[config.mk]
export PLATFORM = sky130hd
export DESIGN_NAME = tws_slave_tx
export DESIGN_NICKNAME = d
export VERILOG_FILES = /design/src/tws_sync.v /design/src/tws_slave_tx.v
export VERILOG_INCLUDE_DIRS = /design/src /design/src/src
export SDC_FILE = /design/constraint.sdc
export NUM_CORES = 1
export LEC_CHECK = 0
export ABC_AREA = 1
export BUFFER_PORTS_ARGS = -buffer_cell sky130_fd_sc_hd__buf_4
export CORE_MARGIN = 4
export CORE_UTILIZATION = 49
export DETAILED_ROUTE_END_ITERATION = 16
export GPL_ROUTABILITY_DRIVEN = 0
export PLACE_DENSITY = 0.89
export SLEW_MARGIN = 40
export SYNTH_ARGS = -nofsm -noshare
export SYNTH_HDL_FRONTEND = slang
export SYNTH_SLANG_ARGS = --single-unit
[constraint.sdc]
create_clock -name aclk -period 1.7 [get_ports aclk]
set_input_delay 0.34 -clock aclk [delete_from_list [all_inputs] [get_ports aclk]]
set_output_delay 0.34 -clock aclk [all_outputs]
set_load 0.01 [all_outputs]
[src/tws_map.vh]
`ifndef TWS_MAP_VH
`define TWS_MAP_VH
// Register byte addresses on the AXI4-Lite slave.
`define TWS_ADDR_CTRL 4'h0
`define TWS_ADDR_STAT 4'h4
`define TWS_ADDR_DATA 4'h8
`define TWS_ADDR_SLA 4'hc
`define TWS_AW 4
// Control register bit positions.
`define TWS_C_DONE 7
`define TWS_C_ACK 6
`define TWS_C_STA 5
`define TWS_C_STO 4
`define TWS_C_WCOL 3
`define TWS_C_EN 2
`define TWS_C_SLEEP 1
`define TWS_C_IE 0
// Status codes, prescaler bits always zero.
`define TWS_ST_SLA_R 8'ha8
`define TWS_ST_ARB_R 8'hb0
`define TWS_ST_DACK 8'hb8
`define TWS_ST_DNACK 8'hc0
`define TWS_ST_LAST_ACK 8'hc8
`define TWS_ST_NONE 8'hf8
`define TWS_ST_BUSERR 8'h00
`define TWS_GCALL 7'h00
`define TWS_RESP_OKAY 2'b00
`define TWS_RESP_SLVERR 2'b10
`endif

[src/tws_sync.v]
`timescale 1ns/1ps
// Two-flop synchroniser for one pin level.
module tws_sync (
  input wire aclk,
  input wire aresetn,
  input wire d,
  output wire q
);
  reg s1_r;
  reg s2_r;

  // Only the second stage is ever read by other logic.
  always @(posedge aclk) begin
    if (!aresetn) begin
      s1_r <= 1'b1;
      s2_r <= 1'b1;
    end else begin
      s1_r <= d;
      s2_r <= s1_r;
    end
  end
  assign q = s2_r;
endmodule

[src/tws_slave_tx.v]
`timescale 1ns/1ps
`include "tws_map.vh"
// Behaviour
// - Upper seven bits address; bit0 enables general call.
// - Read direction enters transmit; write direction is not answered and is ignored.
// - Own address plus read: ACK, done, A8.
// - Lost arbitration then addressed read: ACK, B0.
// - Ack enable chooses normal or last byte.
// - Byte sent and ACK received: done, B8.
// - Byte sent and NACK: C0, then unaddressed.
// - Last byte answered with ACK: C8, leave.
// - After last byte, ignore master; send ones.
// - Clearing done in C0/C8 returns to idle matching.
// - Ack enable zero blocks address reply, keeps monitoring.
// - Deep sleep still matches address and wakes part.
// - Hold SCL low after sleep match until done cleared.
// - Data register need not hold bus byte after wake.
// - Done flag clear reads status F8.
// - Misplaced start/stop: code 00; stop recovery releases lines.
module tws_slave_tx (
  input wire aclk,
  input wire aresetn,
  input wire [3:0] s_axi_awaddr,
  input wire s_axi_awvalid,
  output wire s_axi_awready,
  input wire [31:0] s_axi_wdata,
  input wire [3:0] s_axi_wstrb,
  input wire s_axi_wvalid,
  output wire s_axi_wready,
  output wire [1:0] s_axi_bresp,
  output wire s_axi_bvalid,
  input wire s_axi_bready,
  input wire [3:0] s_axi_araddr,
  input wire s_axi_arvalid,
  output wire s_axi_arready,
  output wire [31:0] s_axi_rdata,
  output wire [1:0] s_axi_rresp,
  output wire s_axi_rvalid,
  input wire s_axi_rready,
  input wire scl_i,
  output wire scl_o,
  output wire scl_oe,
  input wire sda_i,
  output wire sda_o,
  output wire sda_oe,
  input wire arb_lost,
  output wire irq,
  output wire wake
);
  localparam ST_IDLE = 3'd0;
  localparam ST_ADDR = 3'd1;
  localparam ST_AACK = 3'd2;
  localparam ST_WAIT = 3'd3;
  localparam ST_TX = 3'd4;
  localparam ST_RACK = 3'd5;
  localparam ST_IGN = 3'd6;

  wire scl_s;
  wire sda_s;
  reg scl_d_r;
  reg sda_d_r;
  reg [2:0] st_r;
  reg [3:0] bit_r;
  reg [7:0] sh_r;
  reg [7:0] code_r;
  reg last_r;
  reg hold_r;
  reg sda_drv_r;
  reg [7:0] data_r;
  reg [7:0] sla_r;
  reg done_r;
  reg ack_en_r;
  reg sta_r;
  reg sto_r;
  reg wcol_r;
  reg en_r;
  reg sleep_r;
  reg ie_r;
  reg wake_r;
  reg aw_ok_r;
  reg w_ok_r;
  reg [3:0] awaddr_r;
  reg [7:0] wbyte_r;
  reg bvalid_r;
  reg [1:0] bresp_r;
  reg rvalid_r;
  reg [31:0] rdata_r;
  reg [1:0] rresp_r;
  reg [7:0] rd_nxt;
  reg rd_ok;

  tws_sync u_scl (
    .aclk(aclk),
    .aresetn(aresetn),
    .d(scl_i),
    .q(scl_s)
  );
  tws_sync u_sda (
    .aclk(aclk),
    .aresetn(aresetn),
    .d(sda_i),
    .q(sda_s)
  );

  // Bus edges and conditions, found on the synchronised levels.
  wire scl_rise = scl_s & ~scl_d_r;
  wire scl_fall = ~scl_s & scl_d_r;
  wire start_c = scl_s & scl_d_r & sda_d_r & ~sda_s;
  wire stop_c = scl_s & scl_d_r & ~sda_d_r & sda_s;
  wire framed = (st_r != ST_IDLE) && (st_r != ST_IGN) && (st_r != ST_ADDR);
  wire adr_hit = (sh_r[7:1] == sla_r[7:1]) ||
                 (sla_r[0] && sh_r[7:1] == `TWS_GCALL);
  wire do_write = aw_ok_r & w_ok_r & ~bvalid_r;
  wire wr_ctrl = do_write && awaddr_r == `TWS_ADDR_CTRL;
  wire wr_data = do_write && awaddr_r == `TWS_ADDR_DATA;
  wire wr_sla = do_write && awaddr_r == `TWS_ADDR_SLA;
  // Writing one to the done bit clears it and releases the byte engine.
  wire release_go = wr_ctrl & wbyte_r[`TWS_C_DONE] & done_r;

  // Bus engine. Reading the master's clock only from aclk means a stretched
  // sleep wake-up is modelled by the sleep input rather than a stopped clock.
  always @(posedge aclk) begin
    if (!aresetn) begin
      scl_d_r <= 1'b1;
      sda_d_r <= 1'b1;
      st_r <= ST_IDLE;
      bit_r <= 4'h0;
      sh_r <= 8'h00;
      code_r <= `TWS_ST_NONE;
      last_r <= 1'b0;
      hold_r <= 1'b0;
      sda_drv_r <= 1'b0;
      done_r <= 1'b0;
      wake_r <= 1'b0;
      sto_r <= 1'b0;
    end else begin
      scl_d_r <= scl_s;
      sda_d_r <= sda_s;
      if (wr_ctrl) begin
        sto_r <= wbyte_r[`TWS_C_STO];
      end
      if (release_go) begin
        done_r <= 1'b0;
        hold_r <= 1'b0;
        wake_r <= 1'b0;
        if (code_r == `TWS_ST_BUSERR && wbyte_r[`TWS_C_STO]) begin
          st_r <= ST_IDLE;
          sda_drv_r <= 1'b0;
          sto_r <= 1'b0;
        end else if (code_r == `TWS_ST_DNACK || code_r == `TWS_ST_LAST_ACK) begin
          st_r <= ST_IDLE;
        end else if (st_r == ST_WAIT) begin
          last_r <= ~wbyte_r[`TWS_C_ACK];
          st_r <= ST_TX;
          bit_r <= 4'h0;
        end
      end
      if (!en_r) begin
        st_r <= ST_IDLE;
        sda_drv_r <= 1'b0;
      end else if ((start_c || stop_c) && framed && !done_r) begin
        code_r <= `TWS_ST_BUSERR;
        done_r <= 1'b1;
        sda_drv_r <= 1'b0;
        st_r <= ST_IGN;
      end else if (start_c) begin
        st_r <= ST_ADDR;
        bit_r <= 4'h0;
      end else if (stop_c && st_r != ST_WAIT) begin
        st_r <= ST_IDLE;
      end else begin
        case (st_r)
          ST_ADDR: begin
            if (scl_rise) begin
              sh_r <= {sh_r[6:0], sda_s};
              bit_r <= bit_r + 4'h1;
            end
            if (scl_fall && bit_r == 4'h8) begin
              if (ack_en_r && adr_hit && sh_r[0]) begin
                sda_drv_r <= 1'b1;
                st_r <= ST_AACK;
                wake_r <= sleep_r;
              end else begin
                st_r <= ST_IGN;
              end
            end
          end
          ST_AACK: begin
            if (scl_fall) begin
              sda_drv_r <= 1'b0;
              code_r <= arb_lost ? `TWS_ST_ARB_R : `TWS_ST_SLA_R;
              done_r <= 1'b1;
              hold_r <= sleep_r;
              st_r <= ST_WAIT;
            end
          end
          ST_WAIT: begin
            sh_r <= data_r;
          end
          ST_TX: begin
            if (bit_r == 4'h0) begin
              sda_drv_r <= ~sh_r[7];
              bit_r <= 4'h1;
            end else if (scl_fall) begin
              if (bit_r == 4'h8) begin
                sda_drv_r <= 1'b0;
                st_r <= ST_RACK;
              end else begin
                sda_drv_r <= ~sh_r[6];
                sh_r <= {sh_r[6:0], 1'b1};
                bit_r <= bit_r + 4'h1;
              end
            end
          end
          ST_RACK: begin
            // Ack is taken on the rise; the flag waits for the fall so that the
            // stretch never cuts short the master's high phase.
            if (scl_rise) begin
              sh_r <= {7'h00, sda_s};
              bit_r <= 4'h9;
            end
            if (scl_fall && bit_r == 4'h9) begin
              done_r <= 1'b1;
              if (sh_r[0]) begin
                code_r <= `TWS_ST_DNACK;
                st_r <= ST_IGN;
              end else if (last_r) begin
                code_r <= `TWS_ST_LAST_ACK;
                st_r <= ST_IGN;
              end else begin
                code_r <= `TWS_ST_DACK;
                st_r <= ST_WAIT;
              end
            end
          end
          ST_IGN: begin
            sda_drv_r <= 1'b0;
          end
          default: begin
            st_r <= ST_IDLE;
          end
        endcase
      end
    end
  end

  // Register file. The data register keeps its own value across sleep.
  always @(posedge aclk) begin
    if (!aresetn) begin
      data_r <= 8'hff;
      sla_r <= 8'h00;
      ack_en_r <= 1'b0;
      sta_r <= 1'b0;
      wcol_r <= 1'b0;
      en_r <= 1'b0;
      sleep_r <= 1'b0;
      ie_r <= 1'b0;
    end else begin
      if (wr_data) begin
        if (done_r) begin
          data_r <= wbyte_r;
        end else begin
          wcol_r <= 1'b1;
        end
      end
      if (wr_sla) begin
        sla_r <= wbyte_r;
      end
      if (wr_ctrl) begin
        ack_en_r <= wbyte_r[`TWS_C_ACK];
        sta_r <= wbyte_r[`TWS_C_STA];
        en_r <= wbyte_r[`TWS_C_EN];
        sleep_r <= wbyte_r[`TWS_C_SLEEP];
        ie_r <= wbyte_r[`TWS_C_IE];
        if (wbyte_r[`TWS_C_WCOL]) begin
          wcol_r <= 1'b0;
        end
      end
    end
  end

  // Read mux. Status shows F8 whenever no event is pending.
  always @* begin
    rd_nxt = 8'h00;
    rd_ok = 1'b1;
    case (s_axi_araddr)
      `TWS_ADDR_CTRL: rd_nxt = {done_r, ack_en_r, sta_r, sto_r, wcol_r, en_r, sleep_r, ie_r};
      `TWS_ADDR_STAT: rd_nxt = done_r ? code_r : `TWS_ST_NONE;
      `TWS_ADDR_DATA: rd_nxt = data_r;
      `TWS_ADDR_SLA: rd_nxt = sla_r;
      default: rd_ok = 1'b0;
    endcase
  end

  // AXI4-Lite slave: address and data latch separately, one answer each.
  always @(posedge aclk) begin
    if (!aresetn) begin
      aw_ok_r <= 1'b0;
      w_ok_r <= 1'b0;
      awaddr_r <= 4'h0;
      wbyte_r <= 8'h00;
      bvalid_r <= 1'b0;
      bresp_r <= `TWS_RESP_OKAY;
      rvalid_r <= 1'b0;
      rdata_r <= 32'h0000_0000;
      rresp_r <= `TWS_RESP_OKAY;
    end else begin
      if (s_axi_awvalid && !aw_ok_r) begin
        aw_ok_r <= 1'b1;
        awaddr_r <= s_axi_awaddr;
      end
      if (s_axi_wvalid && !w_ok_r) begin
        w_ok_r <= 1'b1;
        wbyte_r <= s_axi_wstrb[0] ? s_axi_wdata[7:0] : 8'h00;
      end
      if (do_write) begin
        aw_ok_r <= 1'b0;
        w_ok_r <= 1'b0;
        bvalid_r <= 1'b1;
        bresp_r <= (awaddr_r == `TWS_ADDR_STAT) ? `TWS_RESP_SLVERR : `TWS_RESP_OKAY;
      end else if (bvalid_r && s_axi_bready) begin
        bvalid_r <= 1'b0;
      end
      if (s_axi_arvalid && !rvalid_r) begin
        rvalid_r <= 1'b1;
        rdata_r <= {24'h000000, rd_nxt};
        rresp_r <= rd_ok ? `TWS_RESP_OKAY : `TWS_RESP_SLVERR;
      end else if (rvalid_r && s_axi_rready) begin
        rvalid_r <= 1'b0;
      end
    end
  end

  assign s_axi_awready = ~aw_ok_r;
  assign s_axi_wready = ~w_ok_r;
  assign s_axi_bvalid = bvalid_r;
  assign s_axi_bresp = bresp_r;
  assign s_axi_arready = ~rvalid_r;
  assign s_axi_rvalid = rvalid_r;
  assign s_axi_rdata = rdata_r;
  assign s_axi_rresp = rresp_r;
  // Open-drain pins: only ever pull low. SCL is stretched while a byte waits.
  assign sda_o = 1'b0;
  assign sda_oe = sda_drv_r;
  assign scl_o = 1'b0;
  assign scl_oe = hold_r | (done_r & (st_r == ST_WAIT));
  assign irq = done_r & ie_r;
  assign wake = wake_r;
endmodule

==> results.py <==
metrics = {
    "critical_path": {
        "startpoint": "st_r[1]",
        "r2r_cells": 12,
        "end_kind": "output port",
        "critPathMaxFanout": 5,
        "worstSetupPathType": "reg -> out",
        "reg2reg_from": "awaddr_r[0]",
        "cp_data_arrival_time_ns": 1.33,
        "required_ns": 1.36,
        "critPathLaunchType": "flip-flop",
        "rr_endpoint": "st_r[2]",
        "r2r_slack_ns": 0.05,
        "cp-endpoint": "scl_oe",
    },
    "global_routing": {
        "grt_usage_pct": 24.8,
        "grt_max_degree": 33,
        "grt.overflow.total": 0,
        "first_global_vias": 4488,
        "grt_pass1_wl_microns": 20500,
        "antenna_found_initial": 0,
    },
    "floorplan": {
        "dieArea_sq_um": 10400,
        "die_w_microns": 102,
        "io_pins": 101,
        "start_util_pct": 49.9,
        "rows": 34,
        "coreArea_sq_um": 8680,
        "die_h_microns": 102,
    },
    "pwr": {
        "p_leak_nw": 2.47,
        "pwr_density_cell_nw_per_um2": 707,
        "ir_drop_v": 0.000699,
    },
    "layout": {
        "n_antenna_cell": 0,
        "fin_cells": 827,
        "area_growth_pct": 26.6,
        "nets": 771,
        "final_core_util_pct": 63.2,
        "drive_gt1_share_pct": 26.8,
    },
    "detailed_routing": {
        "wl_microns": 13100,
        "drt_pass1_iterations": 8,
        "detailedRoute.firstIterationViolations": 501,
        "vias": 4793,
        "via_per_inst": 5.80,
        "wl_per_cell_microns": 15.8,
        "drc": 0,
        "postRouteAntennaNets": 0,
    },
    "placed_design": {
        "hpwlAfterDp_microns": 9290,
        "io_buffer_count": 45,
        "dp.cells": 799,
    },
    "run": {
        "maxCapViolations": 0,
    },
    "clock_tree": {
        "cts_tree": "yes",
        "cts_root_buf": "clkbuf_8",
        "clock_sinks": 80,
        "clock_path_buffers": 2,
        "clk_latency_ns": 0.38,
        "cts_max_level": 3,
        "numCtsBuffers": 9,
        "clk_pin_slew_ns": 0.09,
    },
    "synth": {
        "seq_area_frac_synth_pct": 37.0,
        "yosys_register_bits": 80,
        "yosysUniqueCellTypes": 49,
        "synthCells": 623,
        "ys.flop_type": "dfxtp_1",
        "yosysMostFrequentCell": "nand2_1",
        "async_flop_share_pct": 0,
        "netlist_top_cells_count": "nand2_1 (131), dfxtp_1 (80), inv_1 (76)",
        "ys_warn_count": 0,
        "synth_top_area_share_pct": 37.0,
        "syn_area_sq_um": 4330,
        "synth_edf_count": 0,
        "yosys.area.top_type": "dfxtp_1",
        "synth.avg_cell_area_sq_um": 6.95,
        "synthTopCellsByArea": "dfxtp_1 (37%), nand2_1 (11%), inv_1 (6.6%)",
    },
    "sta": {
        "worst_clock_skew_ns": 0.0124,
        "fmax_ghz": 0.597,
        "hold_viol_final": 0,
        "holdWs_ns": 0.151,
        "rsz0062_at_grt": "true",
        "fin_crit_ns": 1.67,
        "setup_viol": 0,
        "fin_crit_sh_pct": 98.5,
        "finalMaxSlewViolations": 0,
        "setup_tns_ns": 0,
    },
    "min_path": {
        "min_path_type": "in -> reg",
    },
    "run_status": {
        "outcome": "complete, no violations",
    },
}
[layer usage]
| metal | track usage (%) | wire (microns) | share of wire (%) | vias to the layer above |
|---|---|---|---|---|
| met1 | 29.7 | 4720 | 36 | 2161 |
| met5 | 0 | 0 | 0 | - |
| met3 | 6.83 | 1420 | 11 | 93 |
| li1 | - | - | - | 2194 |
| met4 | 12.2 | 638 | 4.9 | 0 |
| met2 | 41.1 | 6290 | 48 | 345 |
[worst min path at each step]
stage / slack (ns) / depth (start not counted) / from / to
floorplan: 0.39 / 1 / u_scl.s1_r / u_scl.q
global placement: 0.41 / 1 / u_sda.s1_r / u_sda.q
detailed placement: 0.41 / 1 / u_scl.s1_r / u_scl.q
CTS: 0.14 / 2 / sda_i / u_sda.s1_r
global route: 0.14 / 2 / scl_i / u_scl.s1_r
finish: 0.15 / 2 / sda_i / u_sda.s1_r
[critical path: stages, from the launching register on]
cell and delay, ns:
dfxtp_4 0.40, nand2_4 0.06, nor2_4 0.20, nand2_2 0.09, nand2_2 0.10, buf_6 0.11
[final cells by class]
type	instances	area [sq um]
clock inverters	7	95.1
multi-input cells	447	2410
well taps	108	135
flip-flops and latches	80	1620
inverters	81	312
clock buffers	9	124
fillers	729	3200
repair buffers	95	782
[cells in the final DEF (no fill, tap or decap), types with 10 or more instances in the layout]
master,count
buf_4,88
nand2_1,120
nor2_1,48
a21oi_1,52
nand2_2,13
nand3_1,35
o21ai_0,37
o21ai_1,10
inv_1,68
conb_1,28
dfxtp_1,71
o211ai_1,11
[timing repair]
item	in CTS	in global routing
cloned	1	0
resized for setup	13	62
hold buffers	0	0
endpoints found under the setup margin	14	24
setup buffers	5	6
pin swaps	2	14
[flip-flops by register name, summed over array words and instances, names as in the netlist, 3 cells and up]
name	count
code_r	5
bit_r	4
sh_r	8
wbyte_r	8
sla_r	8
s_axi_rdata	8
st_r	3
awaddr_r	4
data_r	8
[stage by stage]
step	worst slack [ns]	total power, mW	cell area, sq um
finish	0.0252	3.88	5480
global route	-0.0431	4.03	5480
CTS	-0.0169	3.87	5260
detailed placement	-0.0511	2.33	4950
global placement	0.0118	2.32	4950
floorplan	0.0864	2.22	4430
[power by group]
| part | switching, mW | internal, mW | total [mW] | leakage [nW] |
|---|---|---|---|---|
| Combinational | 0.222 | 0.142 | 0.364 | 1.70 |
| Clock | 0.837 | 0.727 | 1.56 | 0.111 |
| Sequential | 0.0394 | 1.91 | 1.95 | 0.654 |
| Total | 1.10 | 2.78 | 3.88 | 2.47 |
[logic make-up after synthesis]
group	share of synthesized area, %
compound gates	21.0
xor+xnor	0.809
fa+ha+maj	0.867
buf+inv	13.5
flops	37.0
other cells	0.0866
simple gates	26.7
No activity file was read; power rests on OpenSTA's default activity.
